<file path="config.mk">
export PLATFORM = sky130hd
export DESIGN_NAME = stz_core
export DESIGN_NICKNAME = d
export VERILOG_FILES = /design/src/shared/stz_pkg.sv /design/src/stz_core.sv /design/src/stz_lpf.sv
export SDC_FILE = /design/constraint.sdc
export NUM_CORES = 2
export LEC_CHECK = 0
export BUFFER_PORTS_ARGS = -buffer_cell sky130_fd_sc_hd__buf_2
export CORE_ASPECT_RATIO = 0.6
export CORE_MARGIN = 8
export CORE_UTILIZATION = 50
export CTS_BUF_LIST = sky130_fd_sc_hd__clkbuf_16
export CTS_CLUSTER_DIAMETER = 30
export DETAILED_ROUTE_END_ITERATION = 10
export PLACE_DENSITY = 0.78
export RECOVER_POWER = 25
export SYNTH_ARGS = -nofsm -noshare
export SYNTH_HDL_FRONTEND = slang
export SYNTH_SLANG_ARGS = --single-unit
</file>
<file path="constraint.sdc">
create_clock -name core_clk_i -period 9.68 [get_ports core_clk_i]
set_clock_uncertainty 0.15 [all_clocks]
set_input_delay 0.484 -clock core_clk_i [delete_from_list [all_inputs] [get_ports core_clk_i]]
set_output_delay 0.484 -clock core_clk_i [all_outputs]
set_load 0.02 [all_outputs]
</file>
<file path="src/shared/stz_pkg.sv">
// Notes on behaviour
// - Torque reference passes a first-order low-pass with programmable time constant.
// - Analog input with function code 14 is summed as torque compensation.
// - Compensation sign gives direction: positive forward, negative reverse.
// - Unipolar compensation input accepts only forward; reverse needs bipolar level.
// - Input code 71 with mode select 0: low speed control, high torque.
// - Mode change takes effect only after programmable delay from either edge; here torque mode drops on the edge, only entry to torque waits.
// - Both analog inputs frozen at edge samples during the mode delay.
// - Shared analog input is torque limit in speed mode, reference in torque.
// - Run command off forces speed control and ramps the motor to stop; here speed_ref_o steps to zero and drive_out_en_o drops at once.
// - Speed reduced in proportion to torque by droop gain, default zero.
// - Droop disabled entirely when droop enable parameter is zero.
// - Droop correction filtered with delay time, default 0.05 s.
// - Zero-servo command on input code 72, only in closed-loop vector.
// - Zero-servo with reference below zero-speed level holds capture position.
// - Output code 33 high while position within start plus/minus width.
// - Completion width and deviation monitor count quadrature edges.
// - Completion output drops whenever the zero-servo command is off.
// - Run off cuts output and deactivates zero-servo; host keeps run on.
// - Holding stiffness scales with zero-servo gain, default 5.
package stz_pkg;
    localparam int DW = 16;
    localparam logic [7:0] AUX_FN_COMP = 8'h0E;
    localparam logic [7:0] DIN_FN_MODE = 8'h47;
    localparam logic [7:0] DIN_FN_HOLD = 8'h48;
    localparam logic [7:0] DOUT_FN_DONE = 8'h21;
    localparam logic [1:0] CTRL_SEL_SWITCH = 2'h0;
    localparam logic [1:0] CTRL_CLV = 2'h3;
    localparam logic [15:0] HOLD_WIDTH_RST = 16'h000A;
    localparam logic [7:0] HOLD_GAIN_RST = 8'h05;
    localparam logic [15:0] DROOP_GAIN_RST = 16'h0000;
    localparam logic [15:0] ZERO_LEVEL_RST = 16'h0032;
    localparam logic [3:0] FILT_SHIFT_RST = 4'h4;
    // Droop delay 0.05 s in ms; the droop filter ticks every tenth of it, 5 ms
    localparam int DROOP_DELAY_MS = 50;
    localparam int CLK_HZ = 10_000_000;
    localparam int TICK_CYC = CLK_HZ / 1000;
    localparam logic [15:0] MS_CYC = 16'(TICK_CYC);

    typedef struct packed {
        logic signed [15:0] ain_one;
        logic signed [15:0] ain_two;
    } stz_analog_t;

    typedef struct packed {
        logic [7:0] aux_analog_function_select;
        logic aux_bipolar;
        logic [7:0] digital_input_function_select;
        logic [7:0] digital_output_function_select;
        logic [1:0] control_mode_select;
        logic [1:0] control_method;
        logic [15:0] mode_switch_delay;
        logic [3:0] torque_ref_filter_time;
        logic signed [15:0] droop_gain;
        logic droop_enable_param;
        logic [3:0] droop_delay_time;
        logic [15:0] zero_speed_level;
        logic [7:0] hold_loop_gain;
        logic [15:0] hold_completion_width;
    } stz_cfg_t;

    typedef enum logic [2:0] {
        ST_SPEED = 3'b001,
        ST_WAIT = 3'b010,
        ST_TORQUE = 3'b100
    } stz_mode_e;
endpackage

</file>
<file path="src/stz_core.sv">
`timescale 1ns/10ps
module stz_core
    import stz_pkg::*;
#(
    parameter int POS_W = 24
) (
    // Clock and reset
    input wire logic core_clk_i,
    input wire logic rst_n_i,
    // Configuration
    input wire stz_pkg::stz_cfg_t cfg_i,
    // Host pins
    input wire logic run_i,
    input wire logic mode_sw_i,
    input wire logic hold_cmd_i,
    input wire stz_pkg::stz_analog_t ain_i,
    input wire logic signed [15:0] freq_ref_i,
    input wire logic signed [15:0] torque_fb_i,
    // Encoder
    input wire logic enc_a_i,
    input wire logic enc_b_i,
    // Results
    output logic torque_mode_o,
    output logic signed [15:0] torque_ref_o,
    output logic signed [15:0] torque_lim_o,
    output logic signed [15:0] speed_ref_o,
    output logic signed [15:0] hold_torque_o,
    output logic hold_active_o,
    output logic hold_done_o,
    output logic signed [15:0] hold_deviation_monitor_o,
    output logic drive_out_en_o
);
    import stz_pkg::*;

    if (POS_W < 16 || POS_W > 32) begin
        $error("stz_core: POS_W out of range");
    end

    typedef struct packed {
        logic [1:0] msw_s;
        logic [1:0] run_s;
        logic [1:0] hold_s;
        logic [1:0] a_s;
        logic [1:0] b_s;
        logic msw_p;
        logic a_p;
        logic b_p;
        stz_mode_e mode;
        logic [15:0] dly;
        logic pend_torque;
        stz_analog_t frz;
        logic [15:0] ms_cnt;
        logic [3:0] droop_cnt;
        logic signed [POS_W-1:0] pos;
        logic signed [POS_W-1:0] cap;
        logic hold_act;
        logic torque_mode;
        logic signed [15:0] tref;
        logic signed [15:0] tlim;
        logic signed [15:0] sref;
        logic signed [15:0] htq;
        logic done;
        logic signed [15:0] dev;
        logic out_en;
    } stz_state_t;

    stz_state_t s_q;
    stz_state_t s_d;
    logic tick_ms;
    logic droop_tick;
    logic signed [15:0] tref_raw;
    logic signed [15:0] tref_filt;
    logic signed [15:0] droop_raw;
    logic signed [15:0] droop_filt;

    // Live analog values unless the mode delay is running
    stz_analog_t ain_eff;
    logic switch_en;
    logic msw_edge;
    logic signed [15:0] comp;
    logic signed [31:0] droop_prod;
    logic signed [POS_W-1:0] dev_full;
    logic signed [POS_W+8:0] stiff;
    logic signed [15:0] fabs;
    logic [1:0] q_old;
    logic [1:0] q_new;
    // One bit wider than the count so the band never reads as negative
    logic signed [POS_W:0] band;

    always_comb begin
        switch_en = cfg_i.digital_input_function_select == DIN_FN_MODE &&
                    cfg_i.control_mode_select == CTRL_SEL_SWITCH;
        msw_edge = s_q.msw_s[1] ^ s_q.msw_p;
        ain_eff = (s_q.mode == ST_WAIT) ? s_q.frz : ain_i;
        comp = '0;
        if (cfg_i.aux_analog_function_select == AUX_FN_COMP) begin
            // Sign is direction; unipolar clamps reverse away
            comp = ain_eff.ain_two;
            if (!cfg_i.aux_bipolar && comp < 0) begin
                comp = '0;
            end
        end
        tref_raw = ain_eff.ain_one + comp;
        droop_prod = torque_fb_i * cfg_i.droop_gain;
        droop_raw = cfg_i.droop_enable_param ?
                    16'(droop_prod >>> 12) : 16'sh0000;
        fabs = freq_ref_i < 0 ? -freq_ref_i : freq_ref_i;
        dev_full = s_q.pos - s_q.cap;
        stiff = (POS_W+9)'(dev_full) *
                $signed({1'b0, cfg_i.hold_loop_gain});
        band = (POS_W+1)'(cfg_i.hold_completion_width);
    end

    assign tick_ms = s_q.ms_cnt == MS_CYC - 16'h0001;
    assign droop_tick = tick_ms && s_q.droop_cnt == 4'h0;

    stz_lpf #(.W(16)) u_tref_lpf (
        .core_clk_i(core_clk_i),
        .rst_n_i(rst_n_i),
        .en_i(tick_ms),
        .shift_i(cfg_i.torque_ref_filter_time),
        .x_i(tref_raw),
        .y_o(tref_filt)
    );

    stz_lpf #(.W(16)) u_droop_lpf (
        .core_clk_i(core_clk_i),
        .rst_n_i(rst_n_i),
        .en_i(droop_tick),
        .shift_i(cfg_i.droop_delay_time),
        .x_i(droop_raw),
        .y_o(droop_filt)
    );

    always_comb begin
        s_d = s_q;
        s_d.msw_s = {s_q.msw_s[0], mode_sw_i};
        s_d.run_s = {s_q.run_s[0], run_i};
        s_d.hold_s = {s_q.hold_s[0], hold_cmd_i};
        s_d.a_s = {s_q.a_s[0], enc_a_i};
        s_d.b_s = {s_q.b_s[0], enc_b_i};
        s_d.msw_p = s_q.msw_s[1];
        s_d.a_p = s_q.a_s[1];
        s_d.b_p = s_q.b_s[1];
        s_d.ms_cnt = tick_ms ? 16'h0000 : s_q.ms_cnt + 16'h0001;
        if (droop_tick) begin
            s_d.droop_cnt = 4'(DROOP_DELAY_MS / 10 - 1);
        end else if (tick_ms) begin
            s_d.droop_cnt = s_q.droop_cnt - 4'h1;
        end

        // Quadrature decoder, every edge counts
        q_old = {s_q.a_p, s_q.b_p};
        q_new = {s_q.a_s[1], s_q.b_s[1]};
        unique case ({q_old, q_new})
            4'b0001, 4'b0111, 4'b1110, 4'b1000:
                s_d.pos = s_q.pos + POS_W'(1);
            4'b0010, 4'b1011, 4'b1101, 4'b0100:
                s_d.pos = s_q.pos - POS_W'(1);
            default: s_d.pos = s_q.pos;
        endcase

        // Mode switch state machine
        unique case (s_q.mode)
            ST_SPEED, ST_TORQUE: begin
                if (switch_en && msw_edge) begin
                    s_d.frz = ain_i;
                    s_d.dly = cfg_i.mode_switch_delay;
                    s_d.pend_torque = s_q.msw_s[1];
                    s_d.mode = ST_WAIT;
                end
            end
            ST_WAIT: begin
                if (msw_edge) begin
                    // Restart on every edge, keep first freeze
                    s_d.dly = cfg_i.mode_switch_delay;
                    s_d.pend_torque = s_q.msw_s[1];
                end else if (s_q.dly == 16'h0000) begin
                    s_d.mode = s_q.pend_torque ? ST_TORQUE : ST_SPEED;
                end else if (tick_ms) begin
                    s_d.dly = s_q.dly - 16'h0001;
                end
            end
            default: s_d.mode = ST_SPEED;
        endcase
        if (!switch_en) begin
            s_d.mode = ST_SPEED;
        end
        if (!s_q.run_s[1]) begin
            s_d.mode = ST_SPEED;
        end

        s_d.torque_mode = s_q.mode == ST_TORQUE && s_q.run_s[1];
        if (s_d.torque_mode) begin
            s_d.tref = tref_filt;
            s_d.tlim = 16'sh7FFF;
        end else begin
            s_d.tref = 16'sh0000;
            s_d.tlim = ain_eff.ain_one;
        end
        // Run off: ramp target zero
        if (!s_q.run_s[1]) begin
            s_d.sref = 16'sh0000;
        end else begin
            // Disable drops the settled correction at once, not on a tick
            s_d.sref = freq_ref_i -
                       (cfg_i.droop_enable_param ?
                        droop_filt : 16'sh0000);
        end

        // Zero-servo hold
        if (s_q.hold_s[1] && s_q.run_s[1] &&
            cfg_i.digital_input_function_select == DIN_FN_HOLD &&
            cfg_i.control_method == CTRL_CLV &&
            16'(fabs) < cfg_i.zero_speed_level) begin
            if (!s_q.hold_act) begin
                s_d.cap = s_q.pos;
            end
            s_d.hold_act = 1'b1;
        end else begin
            s_d.hold_act = 1'b0;
        end
        s_d.htq = s_q.hold_act ? -16'(stiff >>> 4) : 16'sh0000;
        s_d.dev = s_q.hold_act ? 16'(dev_full) : 16'sh0000;
        s_d.done = s_q.hold_act && s_q.hold_s[1] &&
                   cfg_i.digital_output_function_select == DOUT_FN_DONE &&
                   (POS_W+1)'(dev_full) <= band &&
                   (POS_W+1)'(dev_full) >= -band;
        if (!s_q.hold_s[1]) begin
            s_d.done = 1'b0;
        end
        s_d.out_en = s_q.run_s[1];
    end

    always_ff @(posedge core_clk_i or negedge rst_n_i) begin
        if (!rst_n_i) begin
            s_q <= '0;
            s_q.mode <= ST_SPEED;
        end else begin
            s_q <= s_d;
        end
    end

    assign torque_mode_o = s_q.torque_mode;
    assign torque_ref_o = s_q.tref;
    assign torque_lim_o = s_q.tlim;
    assign speed_ref_o = s_q.sref;
    assign hold_torque_o = s_q.htq;
    assign hold_active_o = s_q.hold_act;
    assign hold_done_o = s_q.done;
    assign hold_deviation_monitor_o = s_q.dev;
    assign drive_out_en_o = s_q.out_en;

    run_forces_speed_a: assert property (@(posedge core_clk_i)
        disable iff (!rst_n_i) !s_q.run_s[1] |=> !torque_mode_o)
        else $error("torque mode with run off");
    done_drops_a: assert property (@(posedge core_clk_i)
        disable iff (!rst_n_i) !s_q.hold_s[1] |=> !hold_done_o)
        else $error("done high without command");
    hold_needs_run_a: assert property (@(posedge core_clk_i)
        disable iff (!rst_n_i) !s_q.run_s[1] |=> !hold_active_o)
        else $error("hold active with run off");
    freeze_hold_a: assert property (@(posedge core_clk_i)
        disable iff (!rst_n_i) s_q.mode == ST_WAIT && $stable(s_q.mode)
        |-> $stable(s_q.frz)) else $error("frozen analog moved");
    edge_waits_a: assert property (@(posedge core_clk_i)
        disable iff (!rst_n_i) switch_en && msw_edge && s_q.run_s[1]
        && cfg_i.mode_switch_delay != 16'h0000 |=> s_q.mode == ST_WAIT)
        else $error("mode change without delay");
    done_in_band_a: assert property (@(posedge core_clk_i)
        disable iff (!rst_n_i) hold_done_o |-> $past(s_q.hold_act) &&
        hold_deviation_monitor_o <= band &&
        hold_deviation_monitor_o >= -band)
        else $error("done without hold or outside band");
    droop_off_a: assert property (@(posedge core_clk_i)
        disable iff (!rst_n_i) s_q.run_s[1] && !cfg_i.droop_enable_param
        |=> speed_ref_o == $past(freq_ref_i))
        else $error("droop active while disabled");
    comp_unipolar_a: assert property (@(posedge core_clk_i)
        disable iff (!rst_n_i) cfg_i.aux_analog_function_select ==
        AUX_FN_COMP && !cfg_i.aux_bipolar |-> comp >= 16'sh0000)
        else $error("reverse compensation on unipolar input");
    lim_in_speed_a: assert property (@(posedge core_clk_i)
        disable iff (!rst_n_i) s_q.mode == ST_SPEED
        |=> torque_lim_o == $past(ain_i.ain_one))
        else $error("torque limit not from analog in speed mode");
    commit_after_wait_a: assert property (@(posedge core_clk_i)
        disable iff (!rst_n_i) s_q.mode == ST_WAIT && s_q.dly == 16'h0000
        && !msw_edge |=> s_q.mode != ST_WAIT)
        else $error("expired mode delay not committed");
    torque_needs_fn_a: assert property (@(posedge core_clk_i)
        disable iff (!rst_n_i) !switch_en |-> ##2 !torque_mode_o)
        else $error("torque mode without switch function");
    cap_holds_a: assert property (@(posedge core_clk_i)
        disable iff (!rst_n_i) hold_active_o && $past(hold_active_o)
        |-> $stable(s_q.cap)) else $error("capture moved during hold");
    idle_outputs_a: assert property (@(posedge core_clk_i)
        disable iff (!rst_n_i) !hold_active_o
        |=> hold_deviation_monitor_o == 16'sh0000 &&
        hold_torque_o == 16'sh0000)
        else $error("hold outputs nonzero while idle");
    out_follows_run_a: assert property (@(posedge core_clk_i)
        disable iff (!rst_n_i) drive_out_en_o |-> $past(s_q.run_s[1]))
        else $error("output enabled without run");
endmodule

</file>
<file path="src/stz_lpf.sv">
`timescale 1ns/10ps
// First-order shift filter, one step per enable pulse
module stz_lpf #(
    parameter int W = 16
) (
    input wire logic core_clk_i,
    input wire logic rst_n_i,
    input wire logic en_i,
    input wire logic [3:0] shift_i,
    input wire logic signed [W-1:0] x_i,
    output logic signed [W-1:0] y_o
);
    logic signed [W+15:0] acc_q;
    logic signed [W+15:0] acc_d;
    logic signed [W+15:0] err;

    always_comb begin
        err = (W+16)'(x_i) - (acc_q >>> 16);
        acc_d = acc_q;
        if (en_i) begin
            // Larger shift = slower response, less noise
            acc_d = acc_q + ((err <<< 16) >>> shift_i);
        end
    end

    always_ff @(posedge core_clk_i or negedge rst_n_i) begin
        if (!rst_n_i) begin
            acc_q <= '0;
        end else begin
            acc_q <= acc_d;
        end
    end

    assign y_o = acc_q[W+15:16];
endmodule

</file>
# Word level (Yosys, flattened, before mapping)
# Index checks and enable logic that the tools add are counted.
# op_classes
add_sub_neg,15
mul,2
div_mod_pow,0
order_cmp,5
eq_ne,24
shifts,2
mux,28
bitwise,2
reduce_logical,28
# ops
op,count
2-to-1 mux 16 bit,12
adder 32 bit,2
2-to-1 mux 32 bit,2
>>> shifter 32 x 4 -> 32 bit,2
2-to-1 mux 52 bit,1
one-hot mux 24 bit (2 select lines),1
subtractor 16 bit,3
one-hot mux 17 bit (2 select lines),1
"less-than comparator 16 x 1 -> 1 bit, second input constant",2
negator 16 bit,2
multiplier 16 x 16 -> 28 bit,1
>= comparator 24 x 25 -> 1 bit,1
negator 16 -> 25 bit,1
"adder 24 x 2 -> 24 bit, second input constant",1
<= comparator 24 x 17 -> 1 bit,1
multiplier 24 x 9 -> 20 bit,1
"subtractor 24 x 2 -> 24 bit, second input constant",1
subtractor 24 bit,1
"adder 16 x 1 -> 16 bit, second input constant",1
adder 16 bit,1
"equality test 16 x 14 -> 1 bit, second input constant",1
"equality test 4 bit, second input constant",4
"equality test 8 x 7 -> 1 bit, second input constant",2
zero test 16 bit,1
32 further kinds,60
# word_totals
ff_bits,281
latchBits,0
mem_bits_rw,0
rom_bits,0
input_bits,181
out_inout_bits,84
word_cells,134
n_memories,0

# Depth between registers and ports, before layout
# logic_depth
ltp_word,10
depth_mapped,49
depth_no_buf,47

# Modules after synthesis
# Synthesis repeated with hierarchy kept, for this count alone.
# unflattened
hier_cells,4295
area_unflattened_um2,36812.8
# modules_own_cells
mod,instances,cells_each,area_each_um2,seq_area_each_um2
stz_core,1,3017,27033.4,5431.5
stz_lpf,2,639,4889.7,775.7

# Worst setup path before layout
# No wires, ideal clock.
# synth_path
path_kind,input to register
from,input cfg_i[52] (netlist bit)
to,register u_droop_lpf.acc_q[31]
setup_ns,0.135
arrival_time_ns,9.541
required_ns,9.395
setup_slack_ns,-0.146
cell_stages,48
path_buffers,3
path_cell_list,clkbuf_1 nand2_1 fa_1 inv_1 fa_1 inv_1 fa_1 inv_1 fa_1 fa_1 inv_1 fa_1 inv_1 ha_1 nand2_1 o21a_1 nand2_1 a21o_1 [12 not listed] xnor2_2 xnor2_1 buf_2 o211ai_2 a22oi_1 mux2i_1 ha_1 o21ai_0 o21ai_0 o211ai_1 a21oi_1 o21ai_0 o211ai_1 a311oi_1 o21ai_0 a31oi_1 xor2_1 a21oi_1
# synth_via
elab_chain_len,5
# synth_rtl
element,line_no,source
"start, declared",stz_core.sv:11,"input wire stz_pkg::stz_cfg_t cfg_i,"
multiplier 16 x 16 -> 28 bit,stz_core.sv:104,droop_prod = torque_fb_i * cfg_i.droop_gain;
2-to-1 mux 16 bit,stz_core.sv:105,droop_raw = cfg_i.droop_enable_param ?
subtractor 16 bit,stz_lpf.sv:18,err = (W+16)'(x_i) - (acc_q >>> 16);
>>> shifter 32 x 4 -> 32 bit,stz_lpf.sv:22,acc_d = acc_q + ((err <<< 16) >>> shift_i);
adder 32 bit,stz_lpf.sv:22,
"end signal, assigned",stz_lpf.sv:28,acc_q <= '0;
"end signal, assigned",stz_lpf.sv:30,acc_q <= acc_d;
"end, declared",stz_lpf.sv:13,logic signed [W+15:0] acc_q;
# No other way between the ends.
# A chain may end at the register's enable or synchronous reset.

# Final worst setup path
# layout_path
from,input cfg_i[46] (netlist bit)
to,register u_droop_lpf.acc_q[29]
# The elaborated chain is that of the path after synthesis.

==> summary.json <==
{
  "cts_tree": {"value": "yes"},
  "pin_count": {"value": 265},
  "htree_num_levels": {"value": 2},
  "fp.dieH": {"value": 222, "unit": "um"},
  "share_of_synthesized_area_occupied_by_flip_flops_and_latches": {"value": 19.7, "unit": "%"},
  "syn-instance-count": {"value": 4138},
  "drt_pass1_iterations": {"value": 6},
  "grt_first_pass_wirelength": {"value": 162000, "unit": "um"},
  "postRouteAntennaNets": {"value": 0},
  "drive_above_1_share": {"value": 17.4, "unit": "%"},
  "synth.net_count": {"value": 4976},
  "rr_startpoint": {"value": "s_q[202]"},
  "r2r_setup_slack": {"value": 1.32, "unit": "ns"},
  "largest_fanout_on_the_critical_path": {"value": 7},
  "placed_cell_area": {"value": 38800, "unit": "sq um"},
  "synth_area_per_cell": {"value": 8.57, "unit": "sq um"},
  "fmax": {"value": 105, "unit": "MHz"},
  "synth.cell_area": {"value": 35500, "unit": "sq um"},
  "post_synth_and_or_nand_nor_area_fraction": {"value": 18.2, "unit": "%"},
  "final_net_count": {"value": 5420},
  "maxCapViolations": {"value": 1},
  "fin_area": {"value": 42200, "unit": "sq um"},
  "drt_drc_violations_left": {"value": 0},
  "minimum_period_implied_by_the_final_worst_setup_slack": {"value": 9.49, "unit": "ns"},
  "setup_viol_count_final": {"value": 0},
  "ctsLongestPathBuffers": {"value": 3},
  "run_status": {"value": "finished, violations left"},
  "wire_per_inst": {"value": 18.4, "unit": "um"},
  "drt-initial-drc-count": {"value": 3222},
  "design.die.area": {"value": 80000, "unit": "sq um"},
  "maxSlewHeadroom": {"value": -291, "unit": "%"},
  "clk_latency": {"value": 0.63, "unit": "ns"},
  "clkSlewWorstSetupHoldPaths": {"value": 0.05, "unit": "ns"},
  "synth_edf_count": {"value": 0},
  "clock_sink_count": {"value": 279},
  "worst_ep_arrival_time": {"value": 9.82, "unit": "ns"},
  "setup.worst_path.end": {"value": "u_droop_lpf.acc_q[29]"},
  "synthXorXnorAreaFrac": {"value": 5.88, "unit": "%"},
  "coreArea": {"value": 70100, "unit": "sq um"},
  "postSynth.topFlopCell": {"value": "sky130_fd_sc_hd__dfrtp_1"},
  "synthArstFlopShare": {"value": 100, "unit": "%"},
  "total_clock_buffers_created_by_cts": {"value": 59},
  "rsz0062_at_grt": {"value": "true"},
  "synth-compound-area-share": {"value": 13.7, "unit": "%"},
  "num_vias": {"value": 31058},
  "report.final.hold_viol_count": {"value": 0},
  "synth_cell_types": {"value": 89},
  "reg2reg_depth": {"value": 30},
  "hpwlAfterDp": {"value": 81100, "unit": "um"},
  "postSynthRegisterBits": {"value": 279},
  "initial_core_util": {"value": 50.6, "unit": "%"},
  "synth_top_family_by_area": {"value": "adder cells"},
  "reg_to_reg_critical_path_endpoint": {"value": "u_tref_lpf.acc_q[31]"},
  "critical-path-max-stage-delay": {"value": 0.58, "unit": "ns"},
  "worstHoldPathType": {"value": "in -> reg"},
  "critical_path_class": {"value": "in -> reg"},
  "synth-adder-area-share": {"value": 30.2, "unit": "%"},
  "clock_tree.root_cell": {"value": "sky130_fd_sc_hd__clkbuf_16"},
  "finalWirelength": {"value": 102000, "unit": "um"},
  "failed_checks": {"value": "max-capacitance violations, max-slew violations"},
  "muxShareOfSynthArea": {"value": 3.51, "unit": "%"},
  "number_of_inserted_filler_cells_in_the_final_layout": {"value": 5843},
  "overflow": {"value": 0},
  "yosysWarnings": {"value": 0},
  "syn_to_final_growth": {"value": 18.9, "unit": "%"},
  "cp_data_required_time": {"value": 10.01, "unit": "ns"},
  "cpMostUsedCell": {"value": "sky130_fd_sc_hd__fa_1"},
  "port-buffer-count": {"value": 264},
  "fp-row-count": {"value": 75},
  "maxSlewViolCount": {"value": 103},
  "critical-path-slowest-cell": {"value": "sky130_fd_sc_hd__fa_2"},
  "gr-usage-all-layers": {"value": 24.6, "unit": "%"},
  "routabilityCongestion": {"value": 0.960},
  "critical_path.endpoint_type": {"value": "register"},
  "grt_antenna_before_repair": {"value": 7},
  "dr_vias_cell": {"value": 5.59},
  "chipWidth": {"value": 360, "unit": "um"},
  "vias_in_the_first_global_route": {"value": 30253},
  "finalCritPeriodShare": {"value": 98.1, "unit": "%"},
  "cp-start-kind": {"value": "input port"},
  "grt_max_degree": {"value": 103},
  "tightest_slew": {"value": 5.87, "unit": "ns"},
  "timing.critical_path.from": {"value": "cfg_i[46]"}
}
-- Yosys cell counts (43+ instances only) --
cell / n / area [sq um]
sky130_fd_sc_hd__inv_1: 533 / 2000
sky130_fd_sc_hd__nand2_1: 488 / 1830
sky130_fd_sc_hd__fa_1: 333 / 6670
sky130_fd_sc_hd__ha_1: 324 / 4050
sky130_fd_sc_hd__dfrtp_1: 278 / 6960
sky130_fd_sc_hd__and2_1: 245 / 1530
sky130_fd_sc_hd__o21ai_0: 244 / 1220
sky130_fd_sc_hd__nor2_1: 236 / 886
sky130_fd_sc_hd__a21oi_1: 200 / 1000
sky130_fd_sc_hd__xnor2_1: 142 / 1240
sky130_fd_sc_hd__clkbuf_1: 117 / 439
sky130_fd_sc_hd__a21o_1: 87 / 653
sky130_fd_sc_hd__xor2_1: 84 / 736
sky130_fd_sc_hd__buf_4: 80 / 601
sky130_fd_sc_hd__mux2i_1: 66 / 661
sky130_fd_sc_hd__nor3_1: 60 / 300
sky130_fd_sc_hd__nand3_1: 54 / 270
sky130_fd_sc_hd__mux2_2: 48 / 541
sky130_fd_sc_hd__nand2b_1: 43 / 269
-- how the worst min path moves through the flow --
stage / from / to / slack, ns / depth (start not counted)
global route: ain_i[28] / s_q[180] / 0.03 / 2
CTS: cfg_i[80] / s_q[200] / 0.004 / 3
finish: cfg_i[80] / s_q[200] / 0.04 / 3
floorplan: rst_n_i / drive_out_en_o / 0.04 / 0
detailed placement: s_d[208] / q_new[0] / 0.19 / 0
global placement: s_d[208] / q_new[0] / 0.18 / 0
-- logic make-up (layout without fill, tap and decap cells) --
kind of cell	Yosys count	after routing
simple gates	1327	1327
compound gates	781	781
buf+inv	747	1241
fa+ha+maj	657	657
flops	279	279
xor+xnor	231	231
mux	116	116
other cells	0	4
-- state kept, by name, indices dropped and copies added, names as in the netlist --
name / count
u_droop_lpf.acc_q: 31
hold_deviation_monitor_o: 16
torque_mode_o: 1
u_tref_lpf.acc_q: 31
drive_out_en_o: 1
hold_done_o: 1
torque_ref_o: 16
hold_active_o: 1
s_d: 7
torque_lim_o: 16
s_q: 122
q_old: 2
hold_torque_o: 16
q_new: 2
speed_ref_o: 16
-- placed cells by master (no fill, tap or decap), types with 11 or more instances in the layout --
| cell type | count |
|---|---|
| sky130_fd_sc_hd__o21bai_1 | 11 |
| sky130_fd_sc_hd__xor2_1 | 84 |
| sky130_fd_sc_hd__nor2b_1 | 39 |
| sky130_fd_sc_hd__nand3_1 | 52 |
| sky130_fd_sc_hd__ha_4 | 14 |
| sky130_fd_sc_hd__dfrtp_1 | 278 |
| sky130_fd_sc_hd__a21oi_2 | 15 |
| sky130_fd_sc_hd__a21oi_1 | 183 |
| sky130_fd_sc_hd__nand2b_1 | 43 |
| sky130_fd_sc_hd__o21ai_0 | 227 |
| sky130_fd_sc_hd__clkbuf_1 | 38 |
| sky130_fd_sc_hd__fa_1 | 325 |
| sky130_fd_sc_hd__buf_4 | 271 |
| sky130_fd_sc_hd__a21o_1 | 87 |
| sky130_fd_sc_hd__mux2_2 | 48 |
| sky130_fd_sc_hd__nor3_1 | 59 |
| sky130_fd_sc_hd__a211oi_1 | 28 |
| sky130_fd_sc_hd__mux2i_1 | 61 |
| sky130_fd_sc_hd__o21ai_1 | 14 |
| sky130_fd_sc_hd__and3_1 | 28 |
| sky130_fd_sc_hd__o21a_1 | 39 |
| sky130_fd_sc_hd__and2_4 | 11 |
| sky130_fd_sc_hd__a31oi_1 | 19 |
| sky130_fd_sc_hd__xnor2_1 | 139 |
| sky130_fd_sc_hd__o31ai_1 | 15 |
| sky130_fd_sc_hd__buf_6 | 15 |
| sky130_fd_sc_hd__ha_1 | 307 |
| sky130_fd_sc_hd__clkinv_1 | 12 |
| sky130_fd_sc_hd__nor2_1 | 230 |
| sky130_fd_sc_hd__nand2_1 | 481 |
| sky130_fd_sc_hd__nor4_1 | 18 |
| sky130_fd_sc_hd__dlygate4sd3_1 | 41 |
| sky130_fd_sc_hd__clkbuf_16 | 60 |
| sky130_fd_sc_hd__nand4_1 | 27 |
| sky130_fd_sc_hd__inv_1 | 532 |
| sky130_fd_sc_hd__buf_2 | 220 |
| sky130_fd_sc_hd__and2_1 | 234 |
| sky130_fd_sc_hd__or3_1 | 27 |
-- metrics by stage --
stage               hold WS [ns]  std cells  setup WS [ns]  util, %  setup TNS [ns]
CTS                      0.00371       5525        0.00243     59.0               0
finish                    0.0353       5560          0.187     60.2               0
detailed placement         0.193       5370         -0.838     55.4           -9.31
global route              0.0297       5558         -0.228     60.2           -1.11
floorplan                 0.0384       4138        0.00503        -               0
global placement           0.183       5370         -0.705     55.4           -6.47
-- cell type report --
type                       instances  area, sq um  area share (%)
timing repair buffer             594         3990            9.44
tap                              924         1160            2.74
inverter                         536         2010            4.77
sequential                       279         6980            16.5
multi-input combinational       3112        26000            61.6
clock inverter                    51          544            1.29
clock buffer                      60         1500            3.56
antenna                            4         10.0          0.0237
-- per-layer routing --
metal / GRT usage, % / vias to the layer above / part of all wire, %
li1: - / 14564 / -
met1: 38.3 / 15082 / 48
met2: 34.1 / 1246 / 41
met3: 5.62 / 162 / 9.5
met4: 5.28 / 4 / 2.0
met5: 0 / - / 0.026
-- critical path: cells and delay by family --
family                     cells  cell delay [ns]
muxes                          1             0.12
AOI/OAI and AO/OA             18             2.95
and+or+nand+nor                6             0.60
buffers and inverters         10             1.11
adders and majority gates      9             3.85
xor gates and xnor gates       4             0.69
-- timing repair --
| item | 4_1_cts | 5_1_grt |
|---|---|---|
| resized for setup | 15 | 148 |
| setup endpoints to repair | 8 | 18 |
| hold buffers | 41 | 0 |
| hold endpoints to repair | 142 | 0 |
| pin swaps | 2 | 90 |
| setup buffers | 3 | 31 |
Power is left out: the tool's default activity adds up to more than one toggle a clock period on the data nets, which glitch-free logic cannot reach.
